$ cat src/logic/chgtc_defs.svh
// Offsets, field positions, reset values and timing counts of the charger control block
`ifndef CHGTC_DEFS_SVH
`define CHGTC_DEFS_SVH
`define CHGTC_OFS_DATA_LINE 8'hd2
`define CHGTC_OFS_TYPEC 8'hd4
`define CHGTC_OFS_CFG_BASE 8'hd5
`define CHGTC_CFG_COUNT 16
`define CHGTC_CFG_LOCK_IDX 6
`define CHGTC_OFS_MISC 8'he5
`define CHGTC_DL_RESET 8'h02
`define CHGTC_TC_RESET 8'h1f
`define CHGTC_MISC_RESET 8'h00
`define CHGTC_BIT_DL_MAN 6
`define CHGTC_BIT_DL_AUTO 1
`define CHGTC_BIT_FORCE 5
`define CHGTC_BIT_TRYSNK 4
`define CHGTC_BIT_LP 1
`define CHGTC_BIT_OTG 0
`define CHGTC_BIT_AUX_USAGE 0
`define CHGTC_BIT_AUX_CTL 1
`define CHGTC_BIT_AUX_MAN 2
`define CHGTC_BIT_FSHIP 3
`define CHGTC_BIT_QRST 4
`define CHGTC_UNLOCK_CODE 2'b11
`define CHGTC_STATE_SOURCE 3'h2
`define CHGTC_DRV_3V3 2'h2
`define CHGTC_ILIM_DEFAULT 7'h0c
`define CHGTC_CV_DEFAULT 8'h18
`define CHGTC_CC_DEFAULT 8'h0a
`define CHGTC_CLK_HZ 20000000
`define CHGTC_TICK_HZ 1000
`define CHGTC_TICK_CYC (`CHGTC_CLK_HZ / `CHGTC_TICK_HZ)
`define CHGTC_EXIT_SHIP_MS 10
`define CHGTC_RESET_MS 10000
`define CHGTC_BLINK_HALF_MS 500
`endif

$ cat src/logic/chgtc_pkg.sv
// Types of the charger control block
package chgtc_pkg;
   typedef enum logic [1:0] {
      CHGTC_CHG_IDLE, CHGTC_CHG_ACTIVE, CHGTC_CHG_TOPOFF, CHGTC_CHG_FAULT
   } chgtc_chg_t;
   typedef enum logic [1:0] {
      CHGTC_DET_IDLE, CHGTC_DET_RUN, CHGTC_DET_DONE
   } chgtc_det_t;
   typedef struct packed {
      logic force_recovery;
      logic prefer_sink_enable;
      logic [1:0] port_role_select;
      logic low_power_sink_detect;
      logic reverse_boost_trigger_select;
   } chgtc_typec_t;
   typedef struct packed {
      logic [1:0] positive_line_drive_sel;
      logic [1:0] negative_line_drive_sel;
   } chgtc_lines_t;
endpackage : chgtc_pkg

$ cat src/logic/chgtc_core.sv
// Register bank, line control, status pins and ship-exit timing of the charger
//
// Behaviour
// RQ1 - Abort flag blocks and immediately stops charger type detection.
// RQ2 - Detection runs when enabled, abort clear and bus valid after debounce.
// RQ3 - Manual bit picks detection or per-line drive fields for data lines; the code ignores it while the auto bit is set.
// RQ4 - Drive codes: 0 pull-down, 1 0.6V, 2 3.3V, 3 open.
// RQ5 - Auto bit drives both lines 3.3V while port state is source.
// RQ6 - Force-error bit holds port state machine in recovery.
// RQ7 - Recovery drops terminations, then restarts unattached search by role.
// RQ8 - Host clears force-error bit itself after recovery.
// RQ9 - Try-sink bit enables prefer-sink behaviour.
// RQ10 - Role field: 1 sink, 2 source, 3 dual role.
// RQ11 - Low-power bit selects small sink-detect current source.
// RQ12 - Trigger bit picks charger mode or port state for reverse boost.
// RQ13 - Config registers locked until unlock code written in register six.
// RQ14 - Input current limit code seven bits, default from detection result.
// RQ15 - Regulation voltage code six bits, default 0x18.
// RQ16 - Fast-charge current code six bits, default 0x0A.
// RQ17 - Top-off entered after current at threshold for termination time.
// RQ18 - Input-good low with valid switching input or reverse boost.
// RQ19 - Charge status: off idle/fault, 1Hz blink charging, low top-off.
// RQ20 - Usage bit selects aux meaning; control bit gives host manual level.
// RQ21 - Host sets usage bit for detection-done signalling.
// RQ22 - Fault mode: aux starts high, goes low on faults.
// RQ23 - Detection mode: starts low, high on standard or downstream port.
// RQ24 - Ship mode left after exit input high 10ms; battery switch on.
// RQ25 - Without input, 10s hold opens battery switch until release.
// RQ26 - Hold times and blink come from a millisecond timebase.
`timescale 1ns/10ps
`default_nettype none
`include "chgtc_defs.svh"
module chgtc_core
   import chgtc_pkg::*;
#(
   parameter int EXIT_SHIP_MS = `CHGTC_EXIT_SHIP_MS,
   parameter int RESET_MS = `CHGTC_RESET_MS,
   parameter int BLINK_HALF_MS = `CHGTC_BLINK_HALF_MS,
   parameter int TICK_CYC = `CHGTC_TICK_CYC
) (
   input wire logic clk,
   input wire logic rst,
   input wire logic reg_wr,
   input wire logic reg_rd,
   input wire logic [7:0] reg_addr,
   input wire logic [7:0] reg_wdata,
   output logic [7:0] reg_rdata,
   input wire logic detection_abort_flag,
   input wire logic charger_detect_enable,
   input wire logic bus_valid_debounced,
   input wire logic detect_done,
   input wire logic detect_dedicated_port,
   input wire logic [6:0] detect_ilim_code,
   input wire logic [2:0] port_connection_state,
   input wire logic [1:0] detect_line_drive_pos,
   input wire logic [1:0] detect_line_drive_neg,
   input wire logic charger_mode_boost,
   input wire logic input_valid,
   input wire logic buck_switching,
   input wire logic charging_active,
   input wire logic charge_topoff_or_done,
   input wire logic charge_fault,
   input wire logic timer_fault,
   input wire logic thermal_shutdown,
   input wire logic sys_lockout,
   input wire logic ship_exit_input,
   output logic detect_run,
   output chgtc_lines_t line_drive,
   output chgtc_typec_t typec_ctrl,
   output logic reverse_boost_enable,
   output logic [6:0] input_current_limit_code,
   output logic [5:0] battery_regulation_voltage_code,
   output logic [5:0] fast_charge_current_code,
   output logic [3:0] topoff_threshold_code,
   output logic [2:0] topoff_time_code,
   output logic battery_switch_on,
   output logic input_good_n_oe,
   output logic charge_status_n_oe,
   output logic aux_status_n_oe
);
   logic [7:0] dl_q, dl_d, tc_q, tc_d, misc_q, misc_d;
   logic [7:0] cfg_q [`CHGTC_CFG_COUNT];
   logic [7:0] cfg_d [`CHGTC_CFG_COUNT];
   logic ilim_seen_q, ilim_seen_d;
   logic [7:0] rdata_q, rdata_d;
   logic unlocked;
   chgtc_det_t det_q, det_d;
   logic aux_flag_q, aux_flag_d;
   logic [15:0] tick_cnt_q, tick_cnt_d;
   logic tick;
   logic ext_s1_q, ext_s2_q;
   logic [15:0] hold_q, hold_d;
   logic [9:0] blink_cnt_q, blink_cnt_d;
   logic blink_q, blink_d;
   logic qbat_off_q, qbat_off_d;
   logic [7:0] cfg_off;

   assign cfg_off = reg_addr - `CHGTC_OFS_CFG_BASE;
   // RQ13 lock check
   assign unlocked = (cfg_q[`CHGTC_CFG_LOCK_IDX][3:2] == `CHGTC_UNLOCK_CODE);

   always_comb begin
      dl_d = dl_q;
      tc_d = tc_q;
      misc_d = misc_q;
      rdata_d = 8'h00;
      ilim_seen_d = ilim_seen_q;
      for (int i = 0; i < `CHGTC_CFG_COUNT; i++) begin
         cfg_d[i] = cfg_q[i];
      end
      // RQ14 default from detection
      if (!ilim_seen_q && detect_done) begin
         cfg_d[1] = {1'b0, detect_ilim_code};
         ilim_seen_d = 1'b1;
      end
      // RQ24 ship flag cleared after exit hold
      if (misc_q[`CHGTC_BIT_FSHIP] && ext_s2_q && hold_q >= 16'(EXIT_SHIP_MS)) begin
         misc_d[`CHGTC_BIT_FSHIP] = 1'b0;
      end
      if (reg_wr) begin
         if (reg_addr == `CHGTC_OFS_DATA_LINE) begin
            dl_d = reg_wdata & 8'h7e;
         end else if (reg_addr == `CHGTC_OFS_TYPEC) begin
            // RQ6 host-owned force bit
            tc_d = reg_wdata & 8'h3f;
         end else if (reg_addr == `CHGTC_OFS_MISC) begin
            misc_d = reg_wdata & 8'h1f;
         end else if (cfg_off < 8'(`CHGTC_CFG_COUNT)) begin
            // RQ13 write protection
            if (cfg_off == 8'(`CHGTC_CFG_LOCK_IDX) || unlocked) begin
               cfg_d[cfg_off[3:0]] = reg_wdata;
            end
         end
      end
      if (reg_rd) begin
         if (reg_addr == `CHGTC_OFS_DATA_LINE) begin
            rdata_d = dl_q;
         end else if (reg_addr == `CHGTC_OFS_TYPEC) begin
            rdata_d = tc_q;
         end else if (reg_addr == `CHGTC_OFS_MISC) begin
            rdata_d = misc_q;
         end else if (cfg_off < 8'(`CHGTC_CFG_COUNT)) begin
            rdata_d = cfg_q[cfg_off[3:0]];
         end
      end
   end

   always_ff @(posedge clk) begin
      if (rst) begin
         dl_q <= `CHGTC_DL_RESET;
         tc_q <= `CHGTC_TC_RESET;
         misc_q <= `CHGTC_MISC_RESET;
         rdata_q <= 8'h00;
         ilim_seen_q <= 1'b0;
         for (int i = 0; i < `CHGTC_CFG_COUNT; i++) begin
            cfg_q[i] <= 8'h00;
         end
         cfg_q[1] <= {1'b0, `CHGTC_ILIM_DEFAULT};
         cfg_q[2] <= `CHGTC_CV_DEFAULT;
         cfg_q[3] <= `CHGTC_CC_DEFAULT;
      end else begin
         dl_q <= dl_d;
         tc_q <= tc_d;
         misc_q <= misc_d;
         rdata_q <= rdata_d;
         ilim_seen_q <= ilim_seen_d;
         for (int i = 0; i < `CHGTC_CFG_COUNT; i++) begin
            cfg_q[i] <= cfg_d[i];
         end
      end
   end
   assign reg_rdata = rdata_q;

   // RQ14 input limit code
   assign input_current_limit_code = cfg_q[1][6:0];
   // RQ15 regulation code
   assign battery_regulation_voltage_code = cfg_q[2][5:0];
   // RQ16 fast-charge code
   assign fast_charge_current_code = cfg_q[3][5:0];
   // RQ17 top-off fields
   assign topoff_threshold_code = cfg_q[4][3:0];
   assign topoff_time_code = cfg_q[4][6:4];

   // RQ6 RQ7 RQ9 RQ10 RQ11 port controls
   assign typec_ctrl.force_recovery = tc_q[`CHGTC_BIT_FORCE];
   assign typec_ctrl.prefer_sink_enable = tc_q[`CHGTC_BIT_TRYSNK];
   assign typec_ctrl.port_role_select = tc_q[3:2];
   assign typec_ctrl.low_power_sink_detect = tc_q[`CHGTC_BIT_LP];
   assign typec_ctrl.reverse_boost_trigger_select = tc_q[`CHGTC_BIT_OTG];

   // RQ12 boost trigger select
   assign reverse_boost_enable = tc_q[`CHGTC_BIT_OTG]
      ? (port_connection_state == `CHGTC_STATE_SOURCE) : charger_mode_boost;

   // Detection sequencer
   always_comb begin
      det_d = det_q;
      case (det_q)
         CHGTC_DET_IDLE: begin
            // RQ2 start condition
            if (!detection_abort_flag && charger_detect_enable && bus_valid_debounced) begin
               det_d = CHGTC_DET_RUN;
            end
         end
         CHGTC_DET_RUN: begin
            // RQ1 abort stops run
            if (detection_abort_flag) begin
               det_d = CHGTC_DET_IDLE;
            end else if (detect_done) begin
               det_d = CHGTC_DET_DONE;
            end
         end
         CHGTC_DET_DONE: begin
            if (!bus_valid_debounced || !charger_detect_enable) begin
               det_d = CHGTC_DET_IDLE;
            end
         end
         default: det_d = CHGTC_DET_IDLE;
      endcase
   end
   // RQ1 no run while aborted
   assign detect_run = (det_q == CHGTC_DET_RUN) && !detection_abort_flag;

   // RQ3 RQ4 RQ5 line drive source
   always_comb begin
      if (dl_q[`CHGTC_BIT_DL_AUTO]) begin
         if (port_connection_state == `CHGTC_STATE_SOURCE) begin
            line_drive = '{`CHGTC_DRV_3V3, `CHGTC_DRV_3V3};
         end else begin
            line_drive = '{detect_line_drive_pos, detect_line_drive_neg};
         end
      end else if (dl_q[`CHGTC_BIT_DL_MAN]) begin
         line_drive = '{dl_q[5:4], dl_q[3:2]};
      end else begin
         line_drive = '{detect_line_drive_pos, detect_line_drive_neg};
      end
   end

   // RQ26 millisecond timebase
   assign tick = (tick_cnt_q == 16'(TICK_CYC - 1));
   always_comb begin
      tick_cnt_d = tick ? 16'h0000 : tick_cnt_q + 16'h0001;
      blink_cnt_d = blink_cnt_q;
      blink_d = blink_q;
      hold_d = hold_q;
      qbat_off_d = qbat_off_q;
      aux_flag_d = aux_flag_q;
      if (tick) begin
         // RQ19 half-period count
         if (blink_cnt_q == 10'(BLINK_HALF_MS - 1)) begin
            blink_cnt_d = 10'h000;
            blink_d = !blink_q;
         end else begin
            blink_cnt_d = blink_cnt_q + 10'h001;
         end
      end
      // RQ26 hold counter on synced input
      if (!ext_s2_q) begin
         hold_d = 16'h0000;
         qbat_off_d = 1'b0;
      end else if (tick && hold_q != 16'hffff) begin
         hold_d = hold_q + 16'h0001;
      end
      // RQ25 long hold opens switch
      if (ext_s2_q && hold_q >= 16'(RESET_MS) && !misc_q[`CHGTC_BIT_FSHIP]
          && !misc_q[`CHGTC_BIT_QRST] && !input_valid) begin
         qbat_off_d = 1'b1;
      end
      // RQ22 RQ23 aux latched level
      if (misc_q[`CHGTC_BIT_AUX_USAGE]) begin
         if (det_q != CHGTC_DET_DONE) begin
            aux_flag_d = 1'b0;
         end else if (!detect_dedicated_port) begin
            aux_flag_d = 1'b1;
         end
      end else begin
         aux_flag_d = timer_fault || thermal_shutdown || sys_lockout;
      end
   end

   always_ff @(posedge clk) begin
      if (rst) begin
         det_q <= CHGTC_DET_IDLE;
         tick_cnt_q <= 16'h0000;
         blink_cnt_q <= 10'h000;
         blink_q <= 1'b0;
         ext_s1_q <= 1'b0;
         ext_s2_q <= 1'b0;
         hold_q <= 16'h0000;
         qbat_off_q <= 1'b0;
         aux_flag_q <= 1'b0;
      end else begin
         det_q <= det_d;
         tick_cnt_q <= tick_cnt_d;
         blink_cnt_q <= blink_cnt_d;
         blink_q <= blink_d;
         ext_s1_q <= ship_exit_input;
         ext_s2_q <= ext_s1_q;
         hold_q <= hold_d;
         qbat_off_q <= qbat_off_d;
         aux_flag_q <= aux_flag_d;
      end
   end

   assign battery_switch_on = !misc_q[`CHGTC_BIT_FSHIP] && !qbat_off_q;

   // RQ18 input good pin
   assign input_good_n_oe = !((input_valid && buck_switching) || reverse_boost_enable);
   // RQ19 charge status pin
   assign charge_status_n_oe = charge_fault ? 1'b1
      : charge_topoff_or_done ? 1'b0
      : charging_active ? blink_q : 1'b1;
   // RQ20 aux pin source
   assign aux_status_n_oe = misc_q[`CHGTC_BIT_AUX_CTL] ? misc_q[`CHGTC_BIT_AUX_MAN]
      : (misc_q[`CHGTC_BIT_AUX_USAGE] ? aux_flag_q : !aux_flag_q);
endmodule : chgtc_core
`default_nettype wire

$ cat config.mk
export PLATFORM = sky130hd
export DESIGN_NAME = chgtc_core
export DESIGN_NICKNAME = d
export VERILOG_FILES = /design/src/logic/chgtc_pkg.sv /design/src/logic/chgtc_core.sv
export VERILOG_INCLUDE_DIRS = /design/src /design/src/logic
export SDC_FILE = /design/constraint.sdc
export NUM_CORES = 1
export LEC_CHECK = 0
export ABC_AREA = 0
export BUFFER_PORTS_ARGS = -buffer_cell sky130_fd_sc_hd__buf_2
export CAP_MARGIN = 0
export CORE_UTILIZATION = 40
export CTS_BUF_LIST = sky130_fd_sc_hd__clkbuf_8
export CTS_CLUSTER_DIAMETER = 100
export CTS_CLUSTER_SIZE = 20
export DETAILED_ROUTE_END_ITERATION = 10
export SKIP_CTS_REPAIR_TIMING = 1
export SLEW_MARGIN = 30
export SYNTH_ARGS = -nofsm -noshare
export SYNTH_HDL_FRONTEND = slang
export SYNTH_SLANG_ARGS = --single-unit
export TNS_END_PERCENT = 5
$ cat constraint.sdc
create_clock -name clk -period 8.95 [get_ports clk]
set_input_delay 1.3425 -clock clk [delete_from_list [all_inputs] [get_ports clk]]
set_output_delay 1.3425 -clock clk [all_outputs]
set_load 0.01 [all_outputs]
==> results by group <==
Cells and area
  • Fillcell total: 2399
  • Final nets: 1154
  • Most frequent cells in the layout: 203 x dfxtp_1, 125 x nand2_1, 98 x buf_2
  • Storage element area: 4064 um^2
  • Layout cells sized above 1: 0.1717
  • Area Growth Syn to Fin: 7.698%
  • Multi-input logic area: 5280 um^2
  • Commonest non-fill, non-tap cell in the layout: dfxtp_1

Power
  • Combinational Power Share: 0.090
  • Max rail drop VDD: 0.00007160 V
  • Internal power: 0.001105 W
  • Leakage: 4.064 nW
  • Clock share of power: 0.303
  • Power, Total: 0.001504 W
  • Sw power: 0.0003987 W
  • Flop pwr share: 0.607
  • Sw Ratio: 0.2652
  • Pwr/cell area: 141.7 nW/um^2

Clock tree
  • Clock slew seen by the registers of the worst setup and hold paths: 0.13 ns
  • CTS tree: yes
  • Max clock buf depth: 3
  • Clk_lat worst skew: 0.53 ns
  • CTS Buf Count: 14
  • H-tree Lvls: 1
  • # clock sinks: 203
  • Root Buffer: clkbuf_8

Floorplanning
  • Initial Util: 0.4062
  • Core Box Area: 24250 um^2
  • Width of the die: 158.9 um
  • Row count: 57
  • I/O pin cnt: 99
  • Die Footprint: 25260 um^2
  • DIE HEIGHT: 158.9 um

Worst hold path
  • Hold path depth: 1
  • Critical hold path startpoint: ext_s1_q
  • Hold endpoint: ext_s2_q
  • Hold WC Path Type: flip-flop to flip-flop

Timing
  • Skew final: 0.03515 ns
  • Least-Margin Pin Slew: 0.9614 ns
  • Sum Neg Setup Slack: 0 ns
  • Finish-stage setup viols: 0
  • PnR worst setup slack: 4.533 ns
  • Fin. max-slew vios: 0
  • Hold Vio Cnt, Final: 0
  • Fmax: 226.4 MHz
  • Tcrit/Tclk final: 0.4936
  • Minimum clock period: 4.417 ns
  • RSZ-0062 raised after global routing: no
  • Worst relative slew slack: 0.3552

Setup path
  • CP Launch Type: input pin
  • CP max FO: 41
  • Cells on worst reg2reg path: 6
  • Critical Path AT: 4.79 ns
  • Reg2reg setup slack: 6.57 ns
  • Critical path required time: 9.33 ns
  • Worst setup EP type: flip-flop
  • Worst R2R Start: tick_cnt_q[6]
  • Worst R2R End: hold_q[10]
  • Critical path class: input pin to flip-flop

Synth
  • Async SR Flop Fraction: 0
  • Post-synthesis sequential area ratio: 0.4126
  • Syn Inst Count: 1068
  • Synthesized area: 9849 um^2
  • Synth cell types: 62
  • Mean post-synth cell area: 9.222 um^2
  • Ys Warns: 0
  • Main synth FF type: dfxtp_1
  • Yosys reg bits: 203
  • Net Count, Synth: 1127
  • Post-synth EDFFs: 0

Routing
  • Starting DRC count in detailed routing: 628
  • Post-DRT Antenna Nets: 0
  • Drt wl/cell: 19.40 um
  • WL final: 27560 um
  • Total number of vias: 8174
  • Vias per cell: 5.752
  • Drt drc: 0
  • Drt first pass iters: 5

Global route
  • Vias in the first global route: 7456
  • Busiest grt layer: met2
  • M1 GR Usage: 0.3083
  • Antenna violations before repair: 2
  • Global-route wire length before repair: 43340 um
  • GR Layer Usage met2: 0.3357
  • GRT Residual Overflow: 0
  • Total track usage: 0.2138
  • GR Layer Usage met3: 0.03579
  • Largest net degree at the start of global routing: 88

Placed design
  • PortBufs: 98
  • Dpl ws: 4.016 ns
  • DP HPWL: 18820 um
  • RD Place Congestion: 0.8199

Flow run
  • Max-Cap Viols: 0

Run status
  • Status: complete, no violations
[worst max path at each step]
stage | cells after the start | to | slack [ns] | from
floorplan | 11 | reg_rdata[0] | 4.42 | reg_addr[0]
global placement | 9 | cfg_q[1][6] | 4.10 | reg_addr[0]
detailed placement | 9 | cfg_q[1][7] | 4.02 | reg_addr[0]
CTS | 10 | flip-flop | 4.55 | reg_addr[0]
global route | 9 | cfg_q[1][6] | 4.33 | reg_addr[0]
finish | 9 | cfg_q[1][6] | 4.53 | reg_addr[0]
[synthesized netlist by cell type, types with 7 or more instances]
library cell | instances | area, um^2
buf_4 | 27 | 202.7
buf_1 | 7 | 26.28
buf_2 | 9 | 45.04
o31ai_1 | 10 | 75.07
or4_1 | 12 | 90.09
mux2_2 | 8 | 90.09
o21ai_0 | 71 | 355.3
inv_1 | 9 | 33.78
xor2_1 | 21 | 183.9
mux4_2 | 40 | 900.9
ha_1 | 10 | 125.1
a21oi_1 | 88 | 440.4
nor2_1 | 53 | 198.9
nand4_1 | 19 | 118.9
mux2i_1 | 75 | 750.7
nand3_1 | 86 | 430.4
nor3_1 | 7 | 35.03
xnor2_1 | 10 | 87.58
or3_1 | 14 | 87.58
nor4_1 | 10 | 62.56
and3_1 | 11 | 68.82
clkbuf_1 | 55 | 206.5
dfxtp_1 | 203 | 4064
nor2b_1 | 9 | 56.30
nand2_1 | 125 | 469.2
[cells by family after synthesis]
| kind of cell | after synthesis | synth area share |
|---|---|---|
| AOI/OAI and AO/OA | 212 | 0.1234 |
| xor gates and xnor gates | 31 | 0.02757 |
| adders and majority gates | 10 | 0.01270 |
| buffers and inverters | 110 | 0.05488 |
| DFF | 203 | 0.4126 |
| muxes | 123 | 0.1768 |
| and+or+nand+nor | 379 | 0.1921 |
[worst max-delay path, cell delays in order]
cell     delay [ns]
buf_2          0.10
buf_4          0.33
inv_1          0.21
ha_1           0.44
nor2b_1        0.11
or4b_1         0.55
a311o_2        0.62
or4_1          0.86
mux2i_1        0.20
[metal layers]
metal | vias to the layer above | part of all wire
met5 | - | 0
met4 | 0 | 0.0094
met3 | 18 | 0.070
met2 | 279 | 0.46
met1 | 3971 | 0.47
li1 | 3906 | -
[power by group through the flow]
stage	logic [W]	clock network, W	registers (W)
5_1_grt	0.000145	0.000499	0.000913
6_report	0.000135	0.000456	0.000912
4_1_cts	0.000134	0.000471	0.000913
3_3_place_gp	0.000134	0	0.000933
3_5_place_dp	0.000133	0	0.000933
2_1_floorplan	0.0000884	0	0.000931
[area by class of cell]
type                       instances  share of cell area
inverter                          10            0.003539
multi-input combinational        755              0.4978
timing repair buffer             111             0.05603
sequential                       203              0.3831
tap                              324             0.03822
clock buffer                      14             0.01816
antenna                            2           0.0004718
clock inverter                     2            0.002713
[stage by stage]
step	cell area, um^2	hold WS [ns]	cells	util
2_1_floorplan	9849	0.4138	1068	-
3_3_place_gp	10360	0.4195	1402	0.4271
3_5_place_dp	10360	0.4258	1402	0.4273
4_1_cts	10580	0.4521	1418	0.4365
5_1_grt	10600	0.4786	1419	0.4373
6_report	10610	0.4553	1421	0.4375
(Power assumes the default switching activity.)
